<file path="src/cbe_pkg.sv">
`default_nettype none
package cbe_pkg;
   // ---------------------------------------------------------------
   // widths
   // ---------------------------------------------------------------
   localparam int PC_W = 16;
   localparam int OP_W = 16;
   localparam int OFS_W = 8;
   localparam int FLAG_W = 8;
   localparam int CNT_W = 16;
   localparam int SEL_W = 4;

   // ---------------------------------------------------------------
   // opcode layout: class field, condition select, signed offset
   // ---------------------------------------------------------------
   localparam int OP_CLASS_HI = 15;
   localparam int OP_CLASS_LO = 12;
   localparam int OP_SEL_HI = 11;
   localparam int OP_SEL_LO = 8;
   localparam int OP_OFS_HI = 7;
   localparam int OP_OFS_LO = 0;
   localparam logic [3:0] OP_CLASS_BRANCH = 4'hF;

   // condition select codes
   localparam logic [SEL_W-1:0] SEL_CARRY_CLEAR = 4'h0;
   localparam logic [SEL_W-1:0] SEL_SAME_OR_HIGHER = 4'h1;
   localparam logic [SEL_W-1:0] SEL_LOWER_UNSIGNED = 4'h2;
   localparam logic [SEL_W-1:0] SEL_NEGATIVE = 4'h3;
   localparam logic [SEL_W-1:0] SEL_NONNEGATIVE = 4'h4;
   localparam logic [SEL_W-1:0] SEL_SIGNED_GE = 4'h5;
   localparam logic [SEL_W-1:0] SEL_SIGNED_LESS = 4'h6;
   localparam logic [SEL_W-1:0] SEL_HALF_CARRY_SET = 4'h7;
   localparam logic [SEL_W-1:0] SEL_HALF_CARRY_CLEAR = 4'h8;
   localparam logic [SEL_W-1:0] SEL_TRANSFER_BIT_SET = 4'h9;

   // ---------------------------------------------------------------
   // status flag positions
   // ---------------------------------------------------------------
   localparam int FLAG_C = 0;
   localparam int FLAG_N = 2;
   localparam int FLAG_V = 3;
   localparam int FLAG_H = 5;
   localparam int FLAG_T = 6;

   // ---------------------------------------------------------------
   // register map (byte addresses) and fields
   // ---------------------------------------------------------------
   localparam logic [7:0] ADDR_CTRL = 8'h00;
   localparam logic [7:0] ADDR_STATUS = 8'h04;
   localparam logic [7:0] ADDR_TAKEN_CNT = 8'h08;
   localparam logic [7:0] ADDR_SKIP_CNT = 8'h0C;
   localparam logic [7:0] ADDR_LAST_PC = 8'h10;
   localparam int CTRL_EN_BIT = 0;
   localparam int CTRL_CLR_BIT = 1;
   localparam logic CTRL_EN_RST = 1'b1;
   localparam int STAT_BUSY_BIT = 0;
   localparam int STAT_TAKEN_BIT = 1;
   localparam int STAT_ILLEGAL_BIT = 2;
   localparam int STAT_SEL_LO = 4;

   // ---------------------------------------------------------------
   // cycle cost
   // ---------------------------------------------------------------
   localparam int CYC_NOT_TAKEN = 1;
   localparam int CYC_TAKEN = 2;

   // one-hot sequencer states
   typedef enum logic [1:0] {
      CBE_IDLE = 2'b01,
      CBE_TAKE = 2'b10
   } cbe_state_t;
endpackage : cbe_pkg
`default_nettype wire

</file>
<file path="src/cbe_br_if.sv">
`default_nettype none
interface cbe_br_if;
   logic [cbe_pkg::SEL_W-1:0] sel;
   logic [cbe_pkg::FLAG_W-1:0] flags;
   logic [cbe_pkg::PC_W-1:0] pc;
   logic [cbe_pkg::OFS_W-1:0] offset;
   logic cond_true;
   logic sel_legal;
   logic [cbe_pkg::PC_W-1:0] target;
   logic [cbe_pkg::PC_W-1:0] seq_pc;

   modport ctl (output sel, flags, pc, offset, input cond_true, sel_legal, target, seq_pc);
   modport eval (input sel, flags, output cond_true, sel_legal);
   modport adder (input pc, offset, output target, seq_pc);
endinterface : cbe_br_if
`default_nettype wire

</file>
<file path="src/cbe_cond_eval.sv">
`default_nettype none
module cbe_cond_eval (
   cbe_br_if.eval br
);
   logic c;
   logic n;
   logic v;
   logic h;
   logic t;

   // flags are only read here, never written back
   assign c = br.flags[cbe_pkg::FLAG_C];
   assign n = br.flags[cbe_pkg::FLAG_N];
   assign v = br.flags[cbe_pkg::FLAG_V];
   assign h = br.flags[cbe_pkg::FLAG_H];
   assign t = br.flags[cbe_pkg::FLAG_T];

   // condition per select code; unused codes are flagged illegal
   always_comb begin
      br.cond_true = 1'b0;
      br.sel_legal = 1'b1;
      unique case (br.sel)
         cbe_pkg::SEL_CARRY_CLEAR: br.cond_true = ~c;
         cbe_pkg::SEL_SAME_OR_HIGHER: br.cond_true = ~c;
         cbe_pkg::SEL_LOWER_UNSIGNED: br.cond_true = c;
         cbe_pkg::SEL_NEGATIVE: br.cond_true = n;
         cbe_pkg::SEL_NONNEGATIVE: br.cond_true = ~n;
         cbe_pkg::SEL_SIGNED_GE: br.cond_true = ~(n ^ v);
         cbe_pkg::SEL_SIGNED_LESS: br.cond_true = n ^ v;
         cbe_pkg::SEL_HALF_CARRY_SET: br.cond_true = h;
         cbe_pkg::SEL_HALF_CARRY_CLEAR: br.cond_true = ~h;
         cbe_pkg::SEL_TRANSFER_BIT_SET: br.cond_true = t;
         default: begin
            br.cond_true = 1'b0;
            br.sel_legal = 1'b0;
         end
      endcase
   end
endmodule : cbe_cond_eval
`default_nettype wire

</file>
<file path="src/cbe_target_add.sv">
`default_nettype none
module cbe_target_add (
   cbe_br_if.adder br
);
   logic [cbe_pkg::PC_W-1:0] ofs_ext;
   localparam logic [cbe_pkg::PC_W-1:0] ONE = 16'h0001;

   // sign-extend the word displacement to pc width
   assign ofs_ext = {{(cbe_pkg::PC_W-cbe_pkg::OFS_W){br.offset[cbe_pkg::OFS_W-1]}},
                     br.offset};
   // wraps modulo pc width, like the program counter itself
   assign br.target = br.pc + ofs_ext + ONE;
   assign br.seq_pc = br.pc + ONE;
endmodule : cbe_target_add
`default_nettype wire

</file>
<file path="src/cbe_branch_unit.sv">
// Summary of operation
// - carry-clear branch is taken only when carry is 0, else falls through.
// - same-or-higher branch is taken when carry is 0, same as carry-clear.
// - unsigned lower branch is taken only when carry is 1.
// - negative branch is taken only when the negative flag is 1.
// - nonnegative branch is taken only when the negative flag is 0.
// - signed greater-or-equal is taken when negative xor overflow is 0.
// - signed less-than is taken when negative xor overflow is 1.
// - half-carry-set branch is taken only when half-carry is 1.
// - half-carry-clear branch is taken only when half-carry is 0.
// - transfer-bit-set branch is taken only when the transfer bit is 1.
// - a taken branch loads pc plus offset plus one.
// - no status flag changes, taken or not.
//
// The register addresses and the APB interface to the registers were left to the implementer.
`default_nettype none
module cbe_branch_unit #(
   parameter int PC_W = cbe_pkg::PC_W,
   parameter int CNT_W = cbe_pkg::CNT_W
) (
   input wire logic pclk,
   input wire logic presetn,
   // apb slave
   input wire logic psel,
   input wire logic penable,
   input wire logic pwrite,
   input wire logic [7:0] paddr,
   input wire logic [31:0] pwdata,
   output logic [31:0] prdata,
   output logic pready,
   output logic pslverr,
   // fetch stage side
   input wire logic instr_valid,
   input wire logic [cbe_pkg::OP_W-1:0] instr_op,
   input wire logic [PC_W-1:0] instr_pc,
   input wire logic [cbe_pkg::FLAG_W-1:0] status_flags,
   output logic instr_ready,
   // program counter steering
   output logic done,
   output logic taken,
   output logic pc_load,
   output logic [PC_W-1:0] pc_value,
   output logic flags_write
);
   // ---------------------------------------------------------------
   // decode
   // ---------------------------------------------------------------
   cbe_br_if br ();

   cbe_cond_eval u_eval (
      .br (br)
   );

   cbe_target_add u_add (
      .br (br)
   );

   logic is_branch;
   logic accept;
   logic ctrl_en_reg;
   logic ctrl_en_next;
   logic busy_reg;
   logic busy_next;

   // the class field picks out the branches this unit owns
   assign is_branch = instr_op[cbe_pkg::OP_CLASS_HI:cbe_pkg::OP_CLASS_LO]
                      == cbe_pkg::OP_CLASS_BRANCH;
   assign br.sel = instr_op[cbe_pkg::OP_SEL_HI:cbe_pkg::OP_SEL_LO];
   assign br.offset = instr_op[cbe_pkg::OP_OFS_HI:cbe_pkg::OP_OFS_LO];
   assign br.pc = instr_pc;
   assign br.flags = status_flags;
   // new opcodes are only looked at while idle and enabled
   assign accept = instr_valid & ~busy_reg & ctrl_en_reg & is_branch & br.sel_legal;

   // ---------------------------------------------------------------
   // sequencer
   // ---------------------------------------------------------------
   cbe_pkg::cbe_state_t state_reg;
   cbe_pkg::cbe_state_t state_next;
   logic done_reg;
   logic done_next;
   logic taken_reg;
   logic taken_next;
   logic pc_load_reg;
   logic pc_load_next;
   logic [PC_W-1:0] pc_value_reg;
   logic [PC_W-1:0] pc_value_next;
   logic [PC_W-1:0] target_hold_reg;
   logic [PC_W-1:0] target_hold_next;

   // taken branches hold one extra cycle so fetch can refill from the target
   always_comb begin
      state_next = state_reg;
      done_next = 1'b0;
      taken_next = taken_reg;
      pc_load_next = 1'b0;
      pc_value_next = pc_value_reg;
      target_hold_next = target_hold_reg;
      busy_next = busy_reg;
      unique case (state_reg)
         cbe_pkg::CBE_IDLE: begin
            if (accept && br.cond_true) begin
               state_next = cbe_pkg::CBE_TAKE;
               target_hold_next = br.target;
               busy_next = 1'b1;
               taken_next = 1'b1;
            end else if (accept) begin
               done_next = 1'b1;
               taken_next = 1'b0;
               pc_value_next = br.seq_pc;
            end
         end
         cbe_pkg::CBE_TAKE: begin
            state_next = cbe_pkg::CBE_IDLE;
            done_next = 1'b1;
            pc_load_next = 1'b1;
            pc_value_next = target_hold_reg;
            busy_next = 1'b0;
         end
      endcase
   end

   always_ff @(posedge pclk or negedge presetn) begin
      if (!presetn) begin
         state_reg <= cbe_pkg::CBE_IDLE;
         done_reg <= 1'b0;
         taken_reg <= 1'b0;
         pc_load_reg <= 1'b0;
         pc_value_reg <= '0;
         target_hold_reg <= '0;
         busy_reg <= 1'b0;
      end else begin
         state_reg <= state_next;
         done_reg <= done_next;
         taken_reg <= taken_next;
         pc_load_reg <= pc_load_next;
         pc_value_reg <= pc_value_next;
         target_hold_reg <= target_hold_next;
         busy_reg <= busy_next;
      end
   end

   // ---------------------------------------------------------------
   // fetch handshake and flag write enable
   // ---------------------------------------------------------------
   logic ready_reg;
   logic ready_next;
   logic flags_write_reg;
   logic flags_write_next;

   // ready drops in the cycle after a taken branch is accepted, so it is registered
   always_comb begin
      ready_next = ~busy_next;
      // this unit never asks for a status write-back
      flags_write_next = 1'b0;
   end

   always_ff @(posedge pclk or negedge presetn) begin
      if (!presetn) begin
         ready_reg <= 1'b1;
         flags_write_reg <= 1'b0;
      end else begin
         ready_reg <= ready_next;
         flags_write_reg <= flags_write_next;
      end
   end

   // ---------------------------------------------------------------
   // statistics and last-branch status
   // ---------------------------------------------------------------
   logic [CNT_W-1:0] taken_cnt_reg;
   logic [CNT_W-1:0] taken_cnt_next;
   logic [CNT_W-1:0] skip_cnt_reg;
   logic [CNT_W-1:0] skip_cnt_next;
   logic [cbe_pkg::SEL_W-1:0] last_sel_reg;
   logic [cbe_pkg::SEL_W-1:0] last_sel_next;
   logic illegal_reg;
   logic illegal_next;
   logic [PC_W-1:0] last_pc_reg;
   logic [PC_W-1:0] last_pc_next;
   logic clr_pulse;
   logic take_evt;
   logic skip_evt;
   logic bad_evt;

   assign take_evt = accept & br.cond_true;
   assign skip_evt = accept & ~br.cond_true;
   assign bad_evt = instr_valid & ~busy_reg & ctrl_en_reg & is_branch & ~br.sel_legal;

   // an event in the clearing cycle still counts, so the set wins
   always_comb begin
      taken_cnt_next = clr_pulse ? '0 : taken_cnt_reg;
      skip_cnt_next = clr_pulse ? '0 : skip_cnt_reg;
      illegal_next = clr_pulse ? 1'b0 : illegal_reg;
      last_sel_next = last_sel_reg;
      last_pc_next = last_pc_reg;
      if (take_evt) begin
         taken_cnt_next = taken_cnt_next + 1'b1;
      end
      if (skip_evt) begin
         skip_cnt_next = skip_cnt_next + 1'b1;
      end
      if (bad_evt) begin
         illegal_next = 1'b1;
      end
      if (accept) begin
         last_sel_next = br.sel;
         last_pc_next = instr_pc;
      end
   end

   always_ff @(posedge pclk or negedge presetn) begin
      if (!presetn) begin
         taken_cnt_reg <= '0;
         skip_cnt_reg <= '0;
         illegal_reg <= 1'b0;
         last_sel_reg <= '0;
         last_pc_reg <= '0;
      end else begin
         taken_cnt_reg <= taken_cnt_next;
         skip_cnt_reg <= skip_cnt_next;
         illegal_reg <= illegal_next;
         last_sel_reg <= last_sel_next;
         last_pc_reg <= last_pc_next;
      end
   end

   // ---------------------------------------------------------------
   // apb slave
   // ---------------------------------------------------------------
   logic [31:0] prdata_reg;
   logic [31:0] prdata_next;
   logic pready_reg;
   logic pready_next;
   logic pslverr_reg;
   logic pslverr_next;
   logic apb_done;
   logic apb_wr;
   logic mapped;
   logic [31:0] rd_mux;

   // pready rises in the first access cycle: one setup, one access, no waits
   assign apb_done = psel & penable & pready_reg;
   assign apb_wr = apb_done & pwrite & ~pslverr_reg;
   assign clr_pulse = apb_wr & (paddr == cbe_pkg::ADDR_CTRL) & pwdata[cbe_pkg::CTRL_CLR_BIT];

   // read data is decoded in the setup cycle and held for the access cycle
   always_comb begin
      rd_mux = 32'h0000_0000;
      mapped = 1'b1;
      unique case (paddr)
         cbe_pkg::ADDR_CTRL: rd_mux[cbe_pkg::CTRL_EN_BIT] = ctrl_en_reg;
         cbe_pkg::ADDR_STATUS: begin
            rd_mux[cbe_pkg::STAT_BUSY_BIT] = busy_reg;
            rd_mux[cbe_pkg::STAT_TAKEN_BIT] = taken_reg;
            rd_mux[cbe_pkg::STAT_ILLEGAL_BIT] = illegal_reg;
            rd_mux[cbe_pkg::STAT_SEL_LO +: cbe_pkg::SEL_W] = last_sel_reg;
         end
         cbe_pkg::ADDR_TAKEN_CNT: rd_mux[CNT_W-1:0] = taken_cnt_reg;
         cbe_pkg::ADDR_SKIP_CNT: rd_mux[CNT_W-1:0] = skip_cnt_reg;
         cbe_pkg::ADDR_LAST_PC: rd_mux[PC_W-1:0] = last_pc_reg;
         default: mapped = 1'b0;
      endcase
   end

   always_comb begin
      pready_next = psel & ~penable;
      pslverr_next = psel & ~penable & ~mapped;
      prdata_next = prdata_reg;
      ctrl_en_next = ctrl_en_reg;
      if (psel && !penable) begin
         prdata_next = (pwrite || !mapped) ? 32'h0000_0000 : rd_mux;
      end
      if (apb_wr && paddr == cbe_pkg::ADDR_CTRL) begin
         ctrl_en_next = pwdata[cbe_pkg::CTRL_EN_BIT];
      end
   end

   always_ff @(posedge pclk or negedge presetn) begin
      if (!presetn) begin
         prdata_reg <= 32'h0000_0000;
         pready_reg <= 1'b0;
         pslverr_reg <= 1'b0;
         ctrl_en_reg <= cbe_pkg::CTRL_EN_RST;
      end else begin
         prdata_reg <= prdata_next;
         pready_reg <= pready_next;
         pslverr_reg <= pslverr_next;
         ctrl_en_reg <= ctrl_en_next;
      end
   end

   // ---------------------------------------------------------------
   // outputs
   // ---------------------------------------------------------------
   assign prdata = prdata_reg;
   assign pready = pready_reg;
   assign pslverr = pslverr_reg;
   assign instr_ready = ready_reg;
   assign done = done_reg;
   assign taken = taken_reg;
   assign pc_load = pc_load_reg;
   assign pc_value = pc_value_reg;
   assign flags_write = flags_write_reg;
endmodule : cbe_branch_unit
`default_nettype wire

</file>
<file path="config.mk">
export PLATFORM = sky130hd
export DESIGN_NAME = cbe_branch_unit
export DESIGN_NICKNAME = d
export VERILOG_FILES = /design/src/cbe_pkg.sv /design/src/cbe_br_if.sv /design/src/cbe_cond_eval.sv /design/src/cbe_target_add.sv /design/src/cbe_branch_unit.sv
export SDC_FILE = /design/constraint.sdc
export NUM_CORES = 1
export LEC_CHECK = 0
export ABC_AREA = 1
export BUFFER_PORTS_ARGS = -buffer_cell sky130_fd_sc_hd__buf_2
export CORE_ASPECT_RATIO = 1.25
export CORE_MARGIN = 10
export CORE_UTILIZATION = 45
export DETAILED_ROUTE_END_ITERATION = 6
export HOLD_SLACK_MARGIN = 0.08
export PLACE_DENSITY_LB_ADDON = 0.12
export SYNTH_ARGS = -nofsm -noshare
export SYNTH_HDL_FRONTEND = slang
export SYNTH_HIERARCHICAL = 1
export SYNTH_SLANG_ARGS = --single-unit
</file>
<file path="constraint.sdc">
create_clock -name pclk -period 3.4 [get_ports pclk]
set_clock_uncertainty 0.05 [all_clocks]
set_input_delay 0 -clock pclk [delete_from_list [all_inputs] [get_ports pclk]]
set_output_delay 0 -clock pclk [all_outputs]
set_load 0.1 [all_outputs]
</file>
==> results of run 1 <==
layer usage:
layer,vias up,global-route usage,wire (um)
met3,31,0.02576,704
met2,123,0.3204,9573
met5,-,0,0
met4,0,0.07916,557
met1,2918,0.1983,7799
li1,3283,-,-
final cells by class:
type,instances,area [sq um]
fill,1625,7278
multi-input combinational,721,3720
sequential,111,2781
timing repair buffer,128,830.8
inverter,120,450.4
tap,212,265.3
clock buffer,11,242.7
clock inverter,5,65.06
power by group:
group / leakage [nW] / switching [mW] / internal, mW / total, mW
clock network: 0.144 / 0.516 / 0.601 / 1.12
registers: 1.49 / 0.0668 / 1.45 / 1.51
logic: 2.98 / 1.36 / 0.292 / 1.65
critical path, delay by kind of cell:
family	cells	cell delay [ns]
and+or+nand+nor	2	0.83
muxes	1	0.37
buffers and inverters	3	1.21
AOI/OAI and AO/OA	1	0.40
cell usage after synthesis, types with 4 or more instances:
| cell type | count | share of area |
|---|---|---|
| a21oi_1 | 11 | 0.0077 |
| a31oi_1 | 17 | 0.015 |
| o21ai_0 | 15 | 0.010 |
| inv_1 | 114 | 0.060 |
| dfrtp_1 | 108 | 0.38 |
| xnor2_1 | 10 | 0.012 |
| nor3_1 | 10 | 0.0070 |
| clkbuf_1 | 11 | 0.0058 |
| nor2_2 | 13 | 0.011 |
| nor2_1 | 71 | 0.037 |
| nand3_2 | 10 | 0.014 |
| nand3_1 | 79 | 0.055 |
| nand2_1 | 351 | 0.18 |
| nor2_4 | 7 | 0.011 |
| buf_2 | 6 | 0.0042 |
| buf_4 | 19 | 0.020 |
| inv_2 | 4 | 0.0021 |
| nand4_1 | 20 | 0.017 |
| ha_1 | 18 | 0.031 |
| xor2_1 | 26 | 0.032 |
| mux2_2 | 16 | 0.025 |
| nand2_2 | 8 | 0.0070 |
| o211ai_1 | 4 | 0.0042 |
| buf_6 | 5 | 0.0078 |
path summary, 6_finish.rpt:
check	depth (start not counted)	to	startpoint
setup / recovery	7	target_hold_reg[13]	instr_op[9]
hold / removal	5	pslverr	paddr[0]
setup reg to reg	6	target_hold_reg[13]	ctrl_en_reg
hold reg to reg	2	prdata[15]	prdata[15]
max in group asynchronous	3	last_pc_reg[11]	presetn
min in group asynchronous	2	taken_cnt_reg[4]	presetn
through the flow:
stage | setup WS (ns) | hold WS [ns]
after floorplan | 0.6469 | -0.3456
after global placement | 0.8795 | 0.1000
after detailed placement | 0.8069 | 0.09958
after CTS | 0.7212 | 0.08118
after global routing | 0.4860 | 0.1339
final | 0.7581 | 0.08867
cells by family after synthesis:
group / after synthesis / synth area share
and+or+nand+nor: 581 / 0.3638
buffers and inverters: 162 / 0.1025
DFF: 111 / 0.3876
AOI/OAI and AO/OA: 52 / 0.04236
xor gates and xnor gates: 36 / 0.04393
adders and majority gates: 19 / 0.03417
muxes: 16 / 0.02510
other: 1 / 0.0005225
what timing repair did:
| item | 4_1_cts | 5_1_grt |
|---|---|---|
| hold buffers | 32 | 0 |
| endpoints found under the hold margin | 113 | 0 |
| resized for setup | 0 | 0 |
==> run metrics, run 1 <==
crit path max fanout 24; status finished, final reports clean; Detailed Place HPWL 14,420 um; routed vias/inst 4.859; placed insts 1,260; Final GP Congestion 0.8692; commonest cells after routing, fill and taps aside 351 x nand2_1, 114 x inv_1, 108 x dfrtp_1; Crit-path slowest cell dlygate4sd3_1; Critical Setup Path Class primary input to flip-flop; TritonCTS clock tree done; Slew headroom 0.2737; Syn Area/Cell 7.338 sq um; share of layout cells above drive strength 1 0.1651; final setup fails 0; I/O Buffers 90; diodes inserted 0; H-tree levels 3; clock root buffer clkbuf_16; CTS Buf Count 9; Post-synth EDFFs 0; Leakage 4.607 nW; final hold violation count 0; commonest non-fill, non-tap cell in the layout nand2_1; Fin Setup TNS 0 ns; Critical Path Max Stage Delay 0.53 ns; VDD IR max 0.0005072 V; 1st-pass router iterations 5; Netlist cell types 42; Skew-Pair Late Insertion Delay 0.36 ns; WL final 18,640 um; max_cap viols 0; async set-reset flop share out of synthesis 1.000; fmax 378.5 MHz; FF-to-FF setup slack 0.84 ns; Yosys reg bits 111; CP cell instances dlygate4sd3_1 > buf_2 > o21ai_0 > nand3_2 > inv_2 > nand3_4 > mux2_2; register area share after synthesis 0.3876; first-pass GRT wire length 31,160 um; chip height 161.2 um; CTS sink cnt 111; Tmin final 2.642 ns; Post-route DRC 0; Post-CTS Setup Bufs 0; hold crit path type primary input to flip-flop; RSZ-0062 raised after global routing false; Yosys warning count 6; max-slew violation count 0; Primary FF master, synth dfrtp_1; CP Data Arrival Time 2.84 ns; worst slew pin tran 1.085 ns; post-route cell area 8356 sq um; I/O pins 141; Avg WL per Cell 14.25 um; Global Route Usage Sum 0.1763; die area 21,430 sq um; Longest Clk Path Bufs 2; via count 6,355; Pwr Total 4.281 mW; grt total ovfl 0; row cnt 51; Final nets 1,196; DR iter-0 viols 362; synth-to-layout area growth 16.42%; Layout Utilization 0.5345; Die Wd 133.0 um; crit share post-route 0.7770; PwrDens 512.4 nW/um^2; ANT nets after route 0; Mapped Cells 978; area of the core 15,630 sq um; Layout Cells excl Fill 1,308; largest net degree at the start of global routing 63; Initial Util 0.4591; Clk pin slew, worst setup/hold paths 0.08 ns; vias in the first global route 6,396; Area after DPL 7727 sq um; Startpoint Class primary input; CP endpoint kind flip-flop; initial antenna violation count 0; WP data required 3.60 ns; mapped cell area 7177 sq um
(Power assumes the default switching activity.)
==> inputs of run 2 (changes only) <==
Clock period 3.4 ns to 2.56 ns, I/O delays scaled along.
==> run 2 against run 1 <==
  * Final area grew 0.30%
  * Clock power grew 20%
  * Core utilization grew 0.16 points
  * Critical path type unchanged
  * Largest cell class unchanged
==> run metrics, run 2 (synthesized netlist as in run 1, its figures left out) <==
synth-to-layout area growth 16.77% (was 16.42%); Global Route Usage Sum 0.1750 (was 0.1763); clock root buffer clkbuf_16 (unchanged); commonest non-fill, non-tap cell in the layout nand2_1 (unchanged); DR iter-0 viols 349 (was 362); VDD IR max 0.0007897 V (was 0.0005072 V); Clk pin slew, worst setup/hold paths 0.07 ns (was 0.08 ns); grt total ovfl 0 (unchanged); Clk pwr share 0.242 (was 0.261); Tmin final 2.412 ns; I/O pins 141 (unchanged); Startpoint Class primary input (unchanged); Layout Utilization 0.5361 (was 0.5345); routed vias/inst 4.853 (was 4.859); Initial Util 0.4591 (unchanged); vias in the first global route 6,355 (was 6,396); WL final 18,480 um (was 18,640 um); CTS sink cnt 111 (unchanged); Slew headroom 0.6196 (was 0.2737); fmax 414.5 MHz; Die Wd 133.0 um (unchanged); Detailed Place HPWL 14,480 um (was 14,420 um); area of the core 15,630 sq um (unchanged); H-tree levels 3 (unchanged); Skew-Pair Late Insertion Delay 0.37 ns (was 0.36 ns); Post-route DRC 0 (unchanged); Sequential Area 2784 sq um (was 2781 sq um); Fin Setup TNS 0 ns (unchanged); Logic pwr share 0.395 (was 0.386); first-pass GRT wire length 31,030 um (was 31,160 um); final hold violation count 0 (unchanged); Final GP Congestion 0.8570 (was 0.8692); crit path max fanout 3 (was 24); area of the multi-input gates 3727 sq um (was 3720 sq um); hold crit path type primary input to asynchronous set/reset pin (was primary input to flip-flop); crit share post-route 0.9423; PwrDens 662.0 nW/um^2 (was 512.4 nW/um^2); via count 6,377 (was 6,355); I/O Buffers 90 (unchanged); CP Data Arrival Time 2.67 ns (was 2.84 ns); TritonCTS clock tree done (unchanged); Psw 2.564 mW (was 1.941 mW); Power Internal 2.984 mW (was 2.340 mW); share of layout cells above drive strength 1 0.1706 (was 0.1651); status finished, final reports clean (unchanged); initial antenna violation count 0 (unchanged); Final nets 1,202 (was 1,196); WP data required 2.81 ns (was 3.60 ns); diodes inserted 0 (unchanged); fillers 1,519 (was 1,625); RSZ-0062 raised after global routing false (unchanged); CTS Buf Count 9 (unchanged); largest net degree at the start of global routing 55 (was 63); CP endpoint kind flip-flop (unchanged); Critical Setup Path Class primary input to flip-flop (unchanged); commonest cells after routing, fill and taps aside 351 x nand2_1, 114 x inv_1, 106 x dfrtp_1 (was 351 x nand2_1, 114 x inv_1, 108 x dfrtp_1); max_cap viols 0 (unchanged); Net Sw Frac 0.4622 (was 0.4533); ANT nets after route 0 (unchanged); Leakage 4.612 nW (was 4.607 nW); 1st-pass router iterations 6 (was 5); row cnt 51 (unchanged); final setup fails 0 (unchanged); max-slew violation count 0 (unchanged); die area 21,430 sq um (unchanged); worst slew pin tran 0.5663 ns (was 1.085 ns); chip height 161.2 um (unchanged); Reg power frac 0.363 (was 0.354); Avg WL per Cell 14.06 um (was 14.25 um); Longest Clk Path Bufs 2 (unchanged)
## run 2: layout make-up
| cell class | instances | share of cell area |
|---|---|---|
| Clock buffer | 11 | 0.02777 |
| Clock inverter | 5 | 0.005076 |
| Inverter | 120 | 0.05375 |
| Multi-Input combinational cell | 721 | 0.4448 |
| Sequential cell | 111 | 0.3322 |
| Tap cell | 212 | 0.03165 |
| Timing Repair Buffer | 134 | 0.1048 |
## run 2: per-stage QoR
step | hold WS (ns) | total power [mW] | instances | area [sq um] | setup slack [ns]
4_1_cts | 0.08135 | 5.601 | 1314 | 8373 | 0.07887
6_report | 0.06620 | 5.548 | 1314 | 8381 | 0.1476
3_3_place_gp | -0.07494 | 4.214 | 1265 | 7767 | 0.3334
2_1_floorplan | -0.3456 | 3.767 | 994 | 7239 | 0.08173
5_1_grt | 0.1029 | 5.817 | 1314 | 8381 | 0.01848
3_5_place_dp | -0.07376 | 4.223 | 1265 | 7767 | 0.3340
## run 2: power groups by stage
stage               sequential, mW  clock [mW]  combinational [mW]
finish                        2.01        1.34                2.19
global route                  2.03        1.45                2.33
detailed placement            2.05           0                2.18
floorplan                     3.07           0               0.694
CTS                           2.02        1.37                2.21
global placement              2.05           0                2.17
## run 2: worst max-delay path: stages
cell	delay, ns
dlygate4sd3_1	0.52
buf_2	0.10
inv_1	0.05
nor2_4	0.13
dlygate4sd3_1	0.57
nand2_1	0.05
dlygate4sd3_1	0.55
o21ai_1	0.12
dlygate4sd3_1	0.56
## run 2: worst paths after layout
check	startpoint	endpoint	slack [ns]	cells past startpoint
setup / recovery	instr_op[14]	illegal_reg	0.15	9
max in group asynchronous	presetn	target_hold_reg[10]	1.68	3
hold reg to reg	prdata[3]	prdata[3]	0.42	2
hold / removal	presetn	prdata[0]	0.07	2
setup reg to reg	pslverr	skip_cnt_reg[10]	0.33	14
min in group pclk	paddr[1]	pslverr	0.12	5
## run 2: metal layers
| metal | up-vias | global-route usage | wire length, um |
|---|---|---|---|
| met5 | - | 0 | 0 |
| met4 | 0 | 0.04108 | 257 |
| met3 | 22 | 0.03600 | 696 |
| met2 | 106 | 0.3252 | 9828 |
| met1 | 2959 | 0.1990 | 7692 |
| li1 | 3290 | - | - |
## run 2: timing repair
action | in CTS | in global routing
endpoints found under the hold margin | 163 | 0
buffers inserted | 0 | 0
endpoints found under the setup margin | 0 | 1
gates resized for setup | 0 | 3
hold buffers | 33 | 0
==> inputs of run 3 (changes only) <==
Settings changed: CORE_UTILIZATION 45 to 40.
Clock period 2.56 ns to 2.2 ns, I/O delays scaled along.
==> run 3 against run 2 <==
  * Register-to-register slack worse by 0.21 ns
  * Core utilization is 4.9 points lower
  * Clock power is 27% higher
  * Global-route usage is 1.2 points lower
  * Clock-buffer cell count is 1 lower
  * Via count is 0.17% lower
  * Sequential power is 16% higher
==> run metrics, run 3 (synthesized netlist as in run 1, its figures left out) <==
WP buf/inv 2 (was 6); Initial Util 0.4085 (was 0.4591); Post-route DRC 0 (unchanged); commonest cells after routing, fill and taps aside 346 x nand2_1, 107 x inv_1, 106 x dfrtp_1 (was 351 x nand2_1, 114 x inv_1, 106 x dfrtp_1); FF-to-FF setup slack 0.12 ns (was 0.33 ns); Critical Setup Path Class flip-flop to flip-flop (was primary input to flip-flop); CTS Buf Count 9 (unchanged); worst setup margin 0.1209 ns (was 0.1476 ns); Top Metal Used met4 (unchanged); Startpoint Class flip-flop (was primary input); hold crit path type primary input to asynchronous set/reset pin (unchanged); Avg WL per Cell 14.32 um (was 14.06 um); final hold violation count 0 (unchanged); Fin Setup TNS 0 ns (unchanged); crit path max fanout 19 (was 3); Leakage 4.666 nW (was 4.612 nW); vias in the first global route 6,633 (was 6,355); ANT nets after route 0 (unchanged); routed vias/inst 4.790 (was 4.853); commonest non-fill, non-tap cell in the layout nand2_1 (unchanged); chip height 169.8 um (was 161.2 um); Critical Path Max Stage Delay 0.57 ns (about the same); clock root buffer clkbuf_16 (unchanged); Layout Utilization 0.4875 (was 0.5361); VDD IR max 0.0006815 V (was 0.0007897 V); H-tree levels 3 (unchanged); Crit-path slowest cell dfstp_2 (was dlygate4sd3_1); 1st-pass router iterations 4 (was 6); Longest Clk Path Bufs 2 (unchanged); WP data required 2.40 ns (was 2.81 ns); CTS sink cnt 111 (unchanged); crit share post-route 0.9450; synth-to-layout area growth 19.33% (was 16.77%); Tmin final 2.079 ns; TritonCTS clock tree done (unchanged); DR iter-0 viols 313 (was 349); R2R depth 7 (was 14); I/O Buffers 90 (unchanged); row cnt 54 (was 51); final setup fails 0 (unchanged); metal1 wirelength 8114 um (was 7692 um); Global Route Usage Sum 0.1628 (was 0.1750); met2 WL 9939 um (was 9828 um); Skew-Pair Late Insertion Delay 0.36 ns (was 0.37 ns); max-slew violation count 0 (unchanged); share of layout cells above drive strength 1 0.1928 (was 0.1706); die area 23,730 sq um (was 21,430 sq um); Final nets 1,205 (was 1,202); area of the core 17,570 sq um (was 15,630 sq um); Final GP Congestion 0.8319 (was 0.8570); via count 6,366 (was 6,377); Die Wd 139.8 um (was 133.0 um); first-pass GRT wire length 32,170 um (was 31,030 um); I/O pins 141 (unchanged); reg-to-reg startpoint ctrl_en_reg (was pslverr); grt total ovfl 0 (unchanged); PwrDens 773.0 nW/um^2 (was 662.0 nW/um^2); largest net degree at the start of global routing 54 (was 55); Post-Place Worst Slack 0.1333 ns (was 0.3340 ns); CP Data Arrival Time 2.28 ns (was 2.67 ns); max_cap viols 0 (unchanged); CP cell instances nand2_1 > nor2_4 > nand3_2 > buf_4 > inv_2 > nand3_4 > mux2_2 (was dlygate4sd3_1 > buf_2 > inv_1 > nor2_4 > dlygate4sd3_1 > nand2_1 > dlygate4sd3_1 > o21ai_1 > dlygate4sd3_1); status finished, final reports clean (unchanged); met3 wire len 585 um (was 696 um); diodes inserted 0 (unchanged); WL final 19,030 um (was 18,480 um); R2R Path End target_hold_reg[11] (was skip_cnt_reg[10]); fmax 481.0 MHz; worst slew pin tran 0.5900 ns (was 0.5663 ns); CP endpoint kind flip-flop (unchanged); Clk pin slew, worst setup/hold paths 0.08 ns (was 0.07 ns); Pwr Total 6.620 mW (was 5.548 mW); initial antenna violation count 0 (unchanged); delay-heaviest family, CP simple AND/OR/NAND/NOR gates (was buffers and inverters); Slew headroom 0.6052 (was 0.6196); Detailed Place HPWL 15,140 um (was 14,480 um); critical path depth 7 (was 9)
-- run 3: cell type report --
class                           count  area [sq um]
Clock buffer                       10         229.0
Clock inverter                      6         72.57
Fill cell                        1825          9002
Inverter                          120         450.4
Multi-Input combinational cell    721          3820
Sequential cell                   111          2789
Tap cell                          224         280.3
Timing Repair Buffer              137         923.4
-- run 3: how the worst max path moves through the flow --
stage,slack (ns),to,start
2_1_floorplan,-0.08,skip_cnt_reg[10],pslverr
3_3_place_gp,0.17,target_hold_reg[9],ctrl_en_reg
3_5_place_dp,0.13,target_hold_reg[6],ctrl_en_reg
4_1_cts,0.03,skip_cnt_reg[13],instr_op[11]
5_1_grt,-0.006,target_hold_reg[6],ctrl_en_reg
6_report,0.12,target_hold_reg[11],ctrl_en_reg
-- run 3: through the flow --
stage	cells	hold WS, ns	cell area, sq um
2_1_floorplan	994	-0.3456	7332
6_report	1329	0.07092	8564
3_3_place_gp	1281	-0.07440	7926
5_1_grt	1329	0.1173	8564
4_1_cts	1329	0.08666	8548
3_5_place_dp	1281	-0.07232	7926
-- run 3: repair_timing --
action,4_1_cts,5_1_grt
gates resized for setup,0,6
hold endpoints to repair,153,0
hold buffers,32,0
endpoints found under the setup margin,0,36
setup buffers,0,0
-- run 3: power by group --
| group | internal, mW | switching [mW] | total, mW |
|---|---|---|---|
| Clock | 0.904 | 0.796 | 1.70 |
| Combinational | 0.477 | 2.10 | 2.58 |
| Sequential | 2.24 | 0.105 | 2.34 |
| Total | 3.62 | 3.00 | 6.62 |
-- run 3: routing by layer --
| layer | vias up | GRT usage |
|---|---|---|
| li1 | 3304 | - |
| met1 | 2952 | 0.1848 |
| met2 | 86 | 0.2993 |
| met3 | 24 | 0.02940 |
| met4 | 0 | 0.05396 |
| met5 | - | 0 |
-- run 3: worst register-to-register path: stages (launching register included) --
cell and delay [ns]:
dfstp_2 0.57, nand2_1 0.09, nor2_4 0.16, nand3_2 0.15, buf_4 0.26, inv_2 0.10, nand3_4 0.22, mux2_2 0.37
